`src/adc_power_down_control_regs.vh`:
```
`ifndef ADC_POWER_DOWN_CONTROL_REGS_VH
`define ADC_POWER_DOWN_CONTROL_REGS_VH

`define CLK_HZ             10000000
`define WAKEUP_TIME_US     8
`define WAKEUP_CYCLES      ((`WAKEUP_TIME_US * `CLK_HZ) / 1000000)
`define RESULT_BITS        18
`define MAX_SCLKS          5'h18
`define RESULT_RESET       18'h0_0000
`define TIMER_RESET        16'h0000
`define BIT_CNT_RESET      5'h00
`define READY_IDLE         1'b1
`define CONV_PERIOD_CYCLES 1000

`endif

```
`src/edge_rise_detect.v`:
```
`timescale 1ns/10ps
module edge_rise_detect (
    input  wire i_clk_sys,
    input  wire i_clear,
    input  wire i_level,
    output wire o_rise
);
    reg level_q;

    always @(posedge i_clk_sys) begin
        if (i_clear) begin
            level_q <= 1'b0;
        end else begin
            level_q <= i_level;
        end
    end

    assign o_rise = i_level & ~level_q & ~i_clear;
endmodule

```
`src/adc_power_down_control.v`:
```
`timescale 1ns/10ps
`include "adc_power_down_control_regs.vh"

module adc_power_down_control #(
    parameter WAKEUP_CYCLES = `WAKEUP_CYCLES,
    parameter CONV_CYCLES   = `CONV_PERIOD_CYCLES,
    parameter RESULT_BITS   = `RESULT_BITS
) (
    input  wire                   i_clk_sys,
    input  wire                   i_reset_n,
    input  wire                   i_power_down_n,
    input  wire                   i_sclk,
    input  wire [RESULT_BITS-1:0] i_conv_result,
    output reg                    o_ready_and_serial_out,
    output reg                    o_converter_enable,
    output reg                    o_awake
);
    localparam [1:0] ST_DOWN  = 2'b00;
    localparam [1:0] ST_WAKE  = 2'b01;
    localparam [1:0] ST_CONV  = 2'b10;
    localparam [1:0] ST_SHIFT = 2'b11;

    // interval counters start from zero, so each ends one short of its length
    localparam [15:0] WAKE_LAST  = WAKEUP_CYCLES[15:0] - 16'h0001;
    localparam [15:0] CONV_LAST  = CONV_CYCLES[15:0] - 16'h0001;
    localparam [4:0]  DATA_BITS  = RESULT_BITS[4:0];
    localparam [4:0]  SCLK_LIMIT = `MAX_SCLKS;

    // sequencer state and the shared interval counter
    reg [1:0]             state_q;
    reg [1:0]             state_d;
    reg [15:0]            timer_q;
    reg [15:0]            timer_d;

    // readback shift register and count of serial clocks seen
    reg [RESULT_BITS-1:0] shift_q;
    reg [RESULT_BITS-1:0] shift_d;
    reg [4:0]             bit_cnt_q;
    reg [4:0]             bit_cnt_d;

    // next values of the registered outputs
    reg                   serial_out_d;
    reg                   enable_d;
    reg                   awake_d;

    // decoded events of the current cycle
    reg                   wake_done;
    reg                   result_due;
    reg                   shift_clock;
    wire                  sclk_rise;
    wire                  hold_down;

    // true once a zero-based interval counter sits on its last count
    function count_done;
        input [15:0] count;
        input [15:0] last;
        begin
            count_done = (count >= last);
        end
    endfunction

    function [15:0] count_up;
        input [15:0] count;
        begin
            count_up = count + 16'h0001;
        end
    endfunction

    // true while some bits of the loaded result have not left yet
    function bits_left;
        input [4:0] sent;
        begin
            bits_left = (sent < DATA_BITS);
        end
    endfunction

    function [RESULT_BITS-1:0] shift_once;
        input [RESULT_BITS-1:0] word;
        begin
            shift_once = {word[RESULT_BITS-2:0], 1'b0};
        end
    endfunction

    // stops at the limit so a long clock burst cannot wrap the count
    function [4:0] count_clock;
        input [4:0] seen;
        begin
            count_clock = seen;
            if (seen < SCLK_LIMIT) begin
                count_clock = seen + 5'h01;
            end
        end
    endfunction

    // either reset or the power-down pin clears the whole converter core
    assign hold_down = ~i_reset_n | ~i_power_down_n;

    edge_rise_detect u_sclk_edge (
        .i_clk_sys (i_clk_sys),
        .i_clear   (hold_down),
        .i_level   (i_sclk),
        .o_rise    (sclk_rise)
    );

    // the wake-up interval and the conversion period share one counter
    always @* begin
        wake_done   = 1'b0;
        result_due  = 1'b0;
        shift_clock = 1'b0;
        if (state_q == ST_WAKE) begin
            wake_done = count_done(timer_q, WAKE_LAST);
        end
        if (state_q == ST_CONV || state_q == ST_SHIFT) begin
            result_due = count_done(timer_q, CONV_LAST);
        end
        // serial clocks before a result is ready are ignored
        if (state_q == ST_SHIFT) begin
            shift_clock = sclk_rise;
        end
    end

    always @* begin
        state_d = state_q;
        timer_d = count_up(timer_q);
        case (state_q)
            ST_DOWN: begin
                // first cycle after release starts the wake-up interval
                state_d = ST_WAKE;
                timer_d = `TIMER_RESET;
            end
            ST_WAKE: begin
                if (wake_done) begin
                    state_d = ST_CONV;
                    timer_d = `TIMER_RESET;
                end
            end
            ST_CONV: begin
                if (result_due) begin
                    state_d = ST_SHIFT;
                    timer_d = `TIMER_RESET;
                end
            end
            default: begin
                // unread data is overwritten when the next result is due
                if (result_due) begin
                    timer_d = `TIMER_RESET;
                end
            end
        endcase
    end

    // a new result restarts the readback whatever was left unread
    always @* begin
        shift_d   = shift_q;
        bit_cnt_d = bit_cnt_q;
        if (result_due) begin
            shift_d   = i_conv_result;
            bit_cnt_d = `BIT_CNT_RESET;
        end else if (shift_clock) begin
            if (bits_left(bit_cnt_q)) begin
                shift_d = shift_once(shift_q);
            end
            bit_cnt_d = count_clock(bit_cnt_q);
        end
    end

    // ready and data share one pin: low marks a result, then msb first
    always @* begin
        serial_out_d = o_ready_and_serial_out;
        enable_d     = o_converter_enable;
        awake_d      = o_awake;
        if (wake_done) begin
            enable_d = 1'b1;
            awake_d  = 1'b1;
        end
        if (result_due) begin
            serial_out_d = 1'b0;
        end else if (shift_clock) begin
            if (bits_left(bit_cnt_q)) begin
                serial_out_d = shift_q[RESULT_BITS-1];
            end else begin
                // clocks past the last bit force the pin high again
                serial_out_d = `READY_IDLE;
            end
        end
    end

    always @(posedge i_clk_sys) begin
        if (hold_down) begin
            state_q <= ST_DOWN;
            timer_q <= `TIMER_RESET;
        end else begin
            state_q <= state_d;
            timer_q <= timer_d;
        end
    end

    // a readback in progress is dropped with the rest of the core
    always @(posedge i_clk_sys) begin
        if (hold_down) begin
            shift_q   <= `RESULT_RESET;
            bit_cnt_q <= `BIT_CNT_RESET;
        end else begin
            shift_q   <= shift_d;
            bit_cnt_q <= bit_cnt_d;
        end
    end

    always @(posedge i_clk_sys) begin
        if (hold_down) begin
            o_ready_and_serial_out <= `READY_IDLE;
            o_converter_enable     <= 1'b0;
            o_awake                <= 1'b0;
        end else begin
            o_ready_and_serial_out <= serial_out_d;
            o_converter_enable     <= enable_d;
            o_awake                <= awake_d;
        end
    end
endmodule

```
`config.mk`:
```
export PLATFORM = sky130hd
export DESIGN_NAME = adc_power_down_control
export DESIGN_NICKNAME = d
export VERILOG_FILES = /design/src/edge_rise_detect.v /design/src/adc_power_down_control.v
export VERILOG_INCLUDE_DIRS = /design/src
export SDC_FILE = /design/constraint.sdc
export NUM_CORES = 1
export LEC_CHECK = 0
export ABC_AREA = 0
export BUFFER_PORTS_ARGS = -buffer_cell sky130_fd_sc_hd__buf_2
export CELL_PAD_IN_SITES_DETAIL_PLACEMENT = 2
export CELL_PAD_IN_SITES_GLOBAL_PLACEMENT = 2
export CORE_MARGIN = 2
export CORE_UTILIZATION = 30
export DETAILED_ROUTE_END_ITERATION = 8
export PLACE_DENSITY_LB_ADDON = 0.1
export SKIP_CTS_REPAIR_TIMING = 1
export SYNTH_ARGS = -nofsm -noshare
export SYNTH_HDL_FRONTEND = slang
export SYNTH_SLANG_ARGS = --single-unit
```
`constraint.sdc`:
```
create_clock -name i_clk_sys -period 2.1 [get_ports i_clk_sys]
set_input_delay 0.42 -clock i_clk_sys [delete_from_list [all_inputs] [get_ports i_clk_sys]]
set_output_delay 0.42 -clock i_clk_sys [all_outputs]
set_load 0.1 [all_outputs]
```
==> flow_summary.json, run 1 <==
{
  "synth_top_area_share_pct": 42.9,
  "slew_headroom_pct": 68.0,
  "yosysWarnings": 0,
  "synth_nets": 250,
  "share_comb_of_total_power_pct": 4.6,
  "yosys.area.top_type": "dfxtp_1",
  "num_rows": 30,
  "finalSetupViolations": 0,
  "seq_area_frac_synth_pct": 42.9,
  "slowest_delay_ns": 0.34,
  "path_clk_slew_ns": 0.09,
  "worstPathBufferInverterCount": 3,
  "globalRouteTotalUtil_pct": 13.7,
  "grt_overflow": 0,
  "cts_tree": "done",
  "die_w_um": 86.7,
  "switching_share_pct": 21.6,
  "insertion_delay_ns": 0.29,
  "drt-pass1-iter-count": 3,
  "pwr-share-seq_pct": 54.0,
  "slew_violations": 0,
  "async_reset_ff_share_pct": 0,
  "synth_commonest_cells": "dfxtp_1 (44), nor2_1 (44), mux2i_1 (19)",
  "fin_total_pwr_uw": 1560,
  "fin_ws_ns": 0.115,
  "final_nets": 284,
  "synth_seq_cells": 44,
  "num_vias": 1662,
  "worstSetupPathType": "reg2reg",
  "critPathTopFamily": "compound AO/OA/AOI/OAI gates",
  "drtIter0Drc": 22,
  "htreeDepth": 2,
  "post-route-min-period_ns": 1.98,
  "io_pins": 25,
  "die_y_um": 86.7,
  "rsz0062_at_grt": "yes",
  "synthFlopType": "dfxtp_1",
  "synth-edff-count": 0,
  "p_int_uw": 1220,
  "clock_path_buffers": 2,
  "grt_pass1_wl_um": 8190,
  "clkPwrFrac_pct": 41.5,
  "vdd_drop_max_uv": 227,
  "viasPerCell": 4.96,
  "antenna_found_initial": 0,
  "critPathSlowestCell": "dfxtp_1",
  "p_sw_uw": 338,
  "synth_area_um2": 2050,
  "hpwl_um": 3380,
  "initial_core_util_pct": 30.5,
  "synthDistinctLibCells": 35,
  "hold_ws_ns": 0.380,
  "max-cap-violations": 0,
  "routed_wl_um": 4980,
  "p_leak_uw": 0.000896,
  "finalCritPeriodShare_pct": 94.5,
  "cts.sinks": 44,
  "synth_area_leaders": "dfxtp_1 (43%), mux2i_1 (9.3%), nor2_1 (8.0%)",
  "fin_worst_skew_ns": 0.0101,
  "gp_congestion": 0.688,
  "outcome": "complete, no violations",
  "pre_cts_slack_ns": 0.00938,
  "hold_violations": 0,
  "clock-root-buffer": "clkbuf_8",
  "path_cells": "ha_1, buf_4, a211o_1, and3_1, o22ai_4, buf_4, clkbuf_16, o211ai_1, nand2_1",
  "routedWlPerCell_um": 14.9,
  "drive_gt1_share_pct": 19.2,
  "grt_max_degree": 38,
  "coreArea_um2": 6720,
  "grt_pass1_vias": 1708,
  "diodes": 0,
  "portBuffers": 24,
  "cp_max_fo": 18,
  "tightest_slew_ns": 0.484,
  "syn2layout_area_growth_pct": 20.9,
  "cp_common_cell": "buf_4",
  "arrival_ns": 2.22,
  "end_kind": "flip-flop",
  "synth_area_per_cell_um2": 9.33,
  "cts_buffers": 5,
  "required_ns": 2.33,
  "dieArea_um2": 7520,
  "drc": 0,
  "syn-instance-count": 220,
  "r2r_slack_ns": 0.12,
  "ant_nets": 0,
  "hold_path_class": "in2reg",
  "fmax_ghz": 0.504,
  "tns_ns": 0,
  "pwr_density_cell_nw_per_um2": 630,
  "critPathLaunchType": "flip-flop"
}
layer usage:
layer  vias up  track usage, %  wire [um]
li1        836               -          -
met1       808            17.1       2320
met2        14            23.8       2530
met3         4            2.86         99
met4         0            4.26         35
met5         -               0          0
layout by cell type (no fill, tap or decap), types with 6 or more instances in the layout:
cell and count:
xor2_1 8, nand2_1 10, mux2i_1 19, nor2_1 44, dfxtp_1 44, xnor2_1 9
nand3_1 6, a211oi_1 18, buf_4 9, inv_1 7, ha_1 8, buf_2 24
cell type report:
type / count / area (um2)
clock inverters: 2 / 35.0
fillers: 766 / 4240
inverters: 7 / 26.3
flip-flops and latches: 44 / 881
multi-input cells: 159 / 1090
clock buffers: 6 / 72.6
well taps: 80 / 100
repair buffers: 37 / 273
registers in the layout, summed over array words and instances (netlist names):
signal	count
shift_q	18
o_ready_and_serial_out	1
state_q	2
o_awake	1
count_up.count	16
u_sclk_edge.level_q	1
bit_cnt_q	5
path summary, 6_finish.rpt:
check	startpoint	to	cells past startpoint
setup / recovery	count_up.count[0]	o_ready_and_serial_out	9
hold / removal	i_conv_result[0]	shift_q[0]	3
setup reg to reg	count_up.count[0]	o_ready_and_serial_out	9
hold reg to reg	count_up.count[0]	count_up.count[0]	1
worst reg2reg max path, stage by stage, from the launching register on:
cell	delay, ns
dfxtp_1	0.34
ha_1	0.22
buf_4	0.15
a211o_1	0.28
and3_1	0.23
o22ai_4	0.19
buf_4	0.17
clkbuf_16	0.17
o211ai_1	0.10
nand2_1	0.07
stage by stage:
stage,instances,util (%),area [um2]
3_5_place_dp,323,34.2,2300
6_report,335,36.9,2480
3_3_place_gp,323,34.2,2300
2_1_floorplan,220,-,2050
4_1_cts,331,35.8,2410
5_1_grt,335,36.9,2480
cells by family after synthesis:
logic type / after synthesis / share of synthesized area (%)
and+or+nand+nor: 84 / 19.5
DFF: 44 / 42.9
AOI/OAI and AO/OA: 31 / 11.5
muxes: 19 / 9.27
xor gates and xnor gates: 17 / 7.26
buffers and inverters: 17 / 4.63
adders and majority gates: 8 / 4.88
power groups by stage:
stage	logic, uW	clock network (uW)	registers [uW]
2_1_floorplan	35.3	0	862
3_3_place_gp	66.3	0	863
3_5_place_dp	66.3	0	863
4_1_cts	67.0	679	843
5_1_grt	80.6	720	845
6_report	71.1	648	843
No activity file was read; power rests on OpenSTA's default activity.
==> inputs of run 2 (changes only) <==
--- a/config.mk
+++ b/config.mk
@@ -6,12 +6,13 @@
 export SDC_FILE = /design/constraint.sdc
 export NUM_CORES = 1
 export LEC_CHECK = 0
-export ABC_AREA = 0
+export ABC_AREA = 1
 export BUFFER_PORTS_ARGS = -buffer_cell sky130_fd_sc_hd__buf_2
 export CELL_PAD_IN_SITES_DETAIL_PLACEMENT = 2
 export CELL_PAD_IN_SITES_GLOBAL_PLACEMENT = 2
 export CORE_MARGIN = 2
 export CORE_UTILIZATION = 30
+export CTS_CLUSTER_DIAMETER = 200
 export DETAILED_ROUTE_END_ITERATION = 8
 export PLACE_DENSITY_LB_ADDON = 0.1
 export SKIP_CTS_REPAIR_TIMING = 1
==> run 2 against run 1 <==
Net effect:
- largest power group unchanged
- sequential share of layout area shrank 0.21 points
- sequential cell count is the same
- register-to-register slack gained 0.19 ns
- via count is 21% higher
- routed wire length rose by 11%
- highest routed layer unchanged
- die area is 7.4% higher
==> flow_summary.json, run 2 <==
{
  "grt_overflow": 0,
  "fill_cells": 951,
  "grt_max_degree": 37,
  "synth_area_um2": 2210,
  "min_from": "i_conv_result[5]",
  "drc": 0,
  "syn2layout_area_growth_pct": 12.8,
  "viasPerCell": 4.66,
  "r2r-end": "count_up.count[0]",
  "final_cell_mix": "nand2_1 (70), nor2_1 (49), dfxtp_1 (44), inv_1 (25), buf_2 (24)",
  "largest_register_ffs": 18,
  "routed_wl_um": 5520,
  "pwr-share-seq_pct": 58.0,
  "finalSetupViolations": 0,
  "fmax_ghz": 0.558,
  "min_to": "shift_q[5]",
  "end_kind": "flip-flop",
  "synthDistinctLibCells": 30,
  "required_ns": 2.32,
  "min_path_cells": 3,
  "fin_worst_skew_ns": 0.00992,
  "grt_pass1_wl_um": 9750,
  "synth_top_family_by_area": "simple AND/OR/NAND/NOR gates",
  "seq_area_frac_synth_pct": 39.8,
  "num_vias": 2013,
  "arrival_ns": 2.02,
  "antenna_found_initial": 0,
  "drive_gt1_share_pct": 15.0,
  "yosys.area.top_type": "dfxtp_1",
  "die_y_um": 89.9,
  "max-cap-violations": 0,
  "synth_adder_area_share_pct": 4.52,
  "clock-root-buffer": "clkbuf_8",
  "grt_pass1_vias": 2042,
  "synth_area_per_cell_um2": 7.21,
  "portBuffers": 24,
  "p_leak_uw": 0.00106,
  "synth_mux_area_share_pct": 0,
  "hold_path_class": "in2reg",
  "die_w_um": 89.9,
  "worstSetupPathType": "reg2reg",
  "routedWlPerCell_um": 12.8,
  "r2r_start": "state_q[0]",
  "ant_nets": 0,
  "htreeDepth": 2,
  "drtIter0Drc": 29,
  "syn-instance-count": 307,
  "final_nets": 363,
  "clock_path_buffers": 2,
  "cts_buffers": 5,
  "yosys.area_share.simple_pct": 32.4,
  "io_pins": 25,
  "hold_ws_ns": 0.375,
  "dieArea_um2": 8080,
  "outcome": "complete, no violations",
  "worstRegToRegCells": 8,
  "gp_congestion": 0.710,
  "synth_commonest_cells": "nand2_1 (70), nor2_1 (49), dfxtp_1 (44)",
  "switching_share_pct": 24.2,
  "post-route-min-period_ns": 1.79,
  "synth_nets": 337,
  "mostFrequentLayoutCell": "nand2_1",
  "drt-pass1-iter-count": 4,
  "tns_ns": 0,
  "diodes": 0,
  "top_register": "shift_q",
  "yosysMostFrequentCell": "nand2_1",
  "insertion_delay_ns": 0.29,
  "r2r_slack_ns": 0.31,
  "share_comb_of_total_power_pct": 6.9,
  "critPathLaunchType": "flip-flop",
  "cp_max_fo": 13,
  "synth_area_leaders": "dfxtp_1 (40%), nand2_1 (12%), nor2_1 (8.3%)",
  "p_sw_uw": 353,
  "clkPwrFrac_pct": 35.1,
  "path_clk_slew_ns": 0.08,
  "synth_seq_cells": 44,
  "vdd_drop_max_uv": 213,
  "cts_tree": "done",
  "synth-edff-count": 0,
  "finalCritPeriodShare_pct": 85.3,
  "pwr_density_cell_nw_per_um2": 585,
  "synthFlopType": "dfxtp_1",
  "tightest_slew_ns": 0.484,
  "coreArea_um2": 7210,
  "synth-compound-area-share_pct": 10.6,
  "async_reset_ff_share_pct": 0,
  "hold_violations": 0,
  "hpwl_um": 4260,
  "yosysWarnings": 0,
  "slew_violations": 0,
  "num_rows": 31,
  "p_int_uw": 1110,
  "globalRouteTotalUtil_pct": 14.6,
  "rsz0062_at_grt": "no",
  "initial_core_util_pct": 30.7,
  "synth_xor_area_share_pct": 3.96,
  "slew_headroom_pct": 67.9,
  "synth_top_area_share_pct": 39.8,
  "cts.sinks": 44
}
run 2: cell types whose count changed after synthesis, moves of 4 or more:
cell / delta
nand2_2: +6
a211oi_1: -18
buf_4: -4
mux2i_1: -19
o21ai_0: +12
nand4_1: +4
buf_6: +5
nand2_1: +60
xnor2_1: -7
a21oi_1: +16
nand3_1: +15
nor2_1: +5
inv_1: +18
o21ai_1: +7
run 2: cells by family (layout without fill, tap and decap cells):
| group | after synthesis | in the layout |
|---|---|---|
| and+or+nand+nor | 164 | 164 |
| AOI/OAI and AO/OA | 44 | 44 |
| DFF | 44 | 44 |
| buffers and inverters | 37 | 63 |
| xor gates and xnor gates | 10 | 10 |
| adders and majority gates | 8 | 8 |
run 2: layout make-up:
| class | count | area (um2) | share of cell area, % |
|---|---|---|---|
| Multi-Input combinational cell | 226 | 1140 | 45.6 |
| Timing Repair Buffer | 30 | 178 | 7.12 |
| Clock buffer | 6 | 72.6 | 2.91 |
| Sequential cell | 44 | 881 | 35.3 |
| Clock inverter | 1 | 5.00 | 0.201 |
| Tap cell | 99 | 124 | 4.96 |
| Inverter | 26 | 97.6 | 3.91 |
run 2: worst max-delay path by stage:
stage / end / depth (start not counted) / startpoint / slack [ns]
final: count_up.count[0] / 8 / state_q[0] / 0.31
after global routing: count_up.count[3] / 8 / state_q[0] / 0.08
after CTS: count_up.count[3] / 8 / state_q[0] / 0.25
after detailed placement: count_up.count[8] / 8 / state_q[0] / 0.27
after global placement: count_up.count[11] / 8 / state_q[0] / 0.30
after floorplan: o_converter_enable / 1 / o_awake / 0.31
run 2: power groups by stage:
stage	logic (uW)	clock network, uW	registers (uW)
final	101	512	847
after global placement	103	0	867
after global routing	117	586	848
after CTS	105	543	847
after floorplan	65.7	0	865
after detailed placement	104	0	867
run 2: per-stage QoR:
stage	util (%)	std cells	worst slack [ns]	area (um2)	power (uW)
after floorplan	-	307	0.306	2210	931
after global placement	33.5	425	0.304	2420	969
after detailed placement	33.5	425	0.271	2420	971
after CTS	34.6	432	0.253	2500	1500
after global routing	34.6	432	0.0796	2500	1550
final	34.6	432	0.308	2500	1460
run 2: critical path, stage by stage (launching register included):
cell and delay (ns):
dfxtp_1 0.44, inv_1 0.09, ha_1 0.21, or2_2 0.29, nand2_2 0.15, nand2_1 0.07, nand2_1 0.14, nand2_2 0.21
nor2_1 0.13
run 2: routing by layer:
metal,share of wire [%],GRT usage (%),up-vias
met4,0.85,3.46,0
met5,0,0,-
met1,50,20.3,963
met2,47,23.5,16
li1,-,-,1030
met3,1.9,3.02,4
==> inputs of run 3 (changes only) <==
--- a/config.mk
+++ b/config.mk
@@ -10,10 +10,12 @@
 export BUFFER_PORTS_ARGS = -buffer_cell sky130_fd_sc_hd__buf_2
 export CELL_PAD_IN_SITES_DETAIL_PLACEMENT = 2
 export CELL_PAD_IN_SITES_GLOBAL_PLACEMENT = 2
+export CORE_ASPECT_RATIO = 1.4
 export CORE_MARGIN = 2
 export CORE_UTILIZATION = 30
 export CTS_CLUSTER_DIAMETER = 200
 export DETAILED_ROUTE_END_ITERATION = 8
+export MAX_ROUTING_LAYER = met4
 export PLACE_DENSITY_LB_ADDON = 0.1
 export SKIP_CTS_REPAIR_TIMING = 1
 export SYNTH_ARGS = -nofsm -noshare
==> run 3 against run 2 <==
Net effect:
- design area up 0.65%
- setup slack worse by 0.012 ns
- largest cell class unchanged
- count of clock-buffer cells in the layout shrank 1
- critical path type unchanged
==> flow_summary.json, run 3 (same netlist as run 2, synthesis figures left out) <==
{
  "outcome": "complete, no violations",
  "mostFrequentLayoutCell": "nand2_1",
  "grt_overflow": 0,
  "cts.sinks": 44,
  "post-route-min-period_ns": 1.80,
  "max-cap-violations": 0,
  "cts_tree": "done",
  "seq_area_um2": 881,
  "syn2layout_area_growth_pct": 13.6,
  "hpwl_um": 4330,
  "end_kind": "flip-flop",
  "multiInputGateArea_um2": 1140,
  "min_path_cells": 3,
  "pre_cts_slack_ns": 0.291,
  "required_ns": 2.31,
  "ant_nets": 0,
  "largest_register_ffs": 18,
  "drive_gt1_share_pct": 14.5,
  "fin_total_pwr_uw": 1570,
  "slew_headroom_pct": 67.2,
  "slew_violations": 0,
  "die_y_um": 106,
  "worstSetupPathType": "reg2reg",
  "p_leak_uw": 0.00106,
  "tns_ns": 0,
  "drt-pass1-iter-count": 4,
  "fin_ws_ns": 0.296,
  "hold_violations": 0,
  "io_pins": 25,
  "hold_ws_ns": 0.380,
  "antenna_found_initial": 0,
  "cp_max_fo": 38,
  "cts_buffers": 5,
  "finalSetupViolations": 0,
  "worstRegToRegCells": 7,
  "critPathLaunchType": "flip-flop",
  "grt_max_degree": 39,
  "clock_path_buffers": 2,
  "finalCritPeriodShare_pct": 85.9,
  "globalRouteTotalUtil_pct": 15.7,
  "grt_pass1_vias": 2193,
  "startpoint": "state_q[0]",
  "final_cells": 427,
  "drc": 0,
  "rsz0062_at_grt": "no",
  "routedWlPerCell_um": 13.3,
  "viasPerCell": 4.71,
  "r2r_start": "state_q[0]",
  "htreeDepth": 2,
  "min_from": "i_conv_result[5]",
  "slowest_delay_ns": 0.43,
  "fmax_ghz": 0.554,
  "vdd_drop_max_uv": 209,
  "routed_wl_um": 5670,
  "coreArea_um2": 7270,
  "num_vias": 2012,
  "dpl.cell_count": 421,
  "critPathTopFamily": "simple AND/OR/NAND/NOR gates",
  "worstPathBufferInverterCount": 2,
  "path_clk_slew_ns": 0.08,
  "tightest_slew_ns": 0.496,
  "die_w_um": 76.6,
  "grt_pass1_wl_um": 10100,
  "fin_worst_skew_ns": 0.00417,
  "hold_path_class": "in2reg",
  "gp_congestion": 0.768,
  "final_cell_mix": "nand2_1 (70), nor2_1 (49), dfxtp_1 (44), inv_1 (25), buf_2 (24)",
  "arrival_ns": 2.02,
  "clock-root-buffer": "clkbuf_8",
  "final_nets": 361,
  "insertion_delay_ns": 0.29,
  "drtIter0Drc": 46,
  "dieArea_um2": 8090,
  "top_register": "shift_q",
  "critPathSlowestCell": "dfxtp_1",
  "initial_core_util_pct": 30.4,
  "diodes": 0,
  "num_rows": 37,
  "portBuffers": 24,
  "pwr_density_cell_nw_per_um2": 626,
  "path_cells": "inv_1, ha_1, or2_2, nand2_2, buf_12, nand2_1, nor3b_1",
  "crit_cells": 7,
  "fill_cells": 932
}
## run 3: final cells by class
| type | instances | share of cell area, % |
|---|---|---|
| clock buffer | 5 | 2.74 |
| sequential | 44 | 35.1 |
| tap | 97 | 4.83 |
| inverter | 26 | 3.88 |
| multi-input combinational | 226 | 45.3 |
| clock inverter | 1 | 1.20 |
| timing repair buffer | 28 | 6.97 |
## run 3: stage by stage
| stage | utilization (%) | instance area, um2 |
|---|---|---|
| after floorplan | - | 2210 |
| after global placement | 33.2 | 2410 |
| after detailed placement | 33.2 | 2410 |
| after CTS | 34.6 | 2510 |
| after global routing | 34.6 | 2510 |
| final | 34.6 | 2510 |
## run 3: power by group
part	internal [uW]	switching [uW]
registers	840	6.86
logic	42.2	63.9
clock network	342	278
total	1220	349
## run 3: final timing paths
check	end	slack (ns)
worst max-delay path	bit_cnt_q[2]	0.30
worst max register to register	bit_cnt_q[2]	0.30
worst min-delay path	shift_q[5]	0.38
worst min register to register	count_up.count[0]	0.45
## run 3: layer usage
layer / wire [um] / global-route usage, % / share of wire [%] / up-vias
li1: - / - / - / 1026
met1: 2330 / 16.5 / 41 / 958
met2: 3130 / 29.9 / 55 / 22
met3: 124 / 2.83 / 2.2 / 6
met4: 74 / 4.42 / 1.3 / 0
met5: 0 / - / 0 / -
## run 3: tightest hold or removal path, stage by stage
cell	delay (ns)
buf_2	0.08
o21ai_1	0.06
nor2_1	0.09
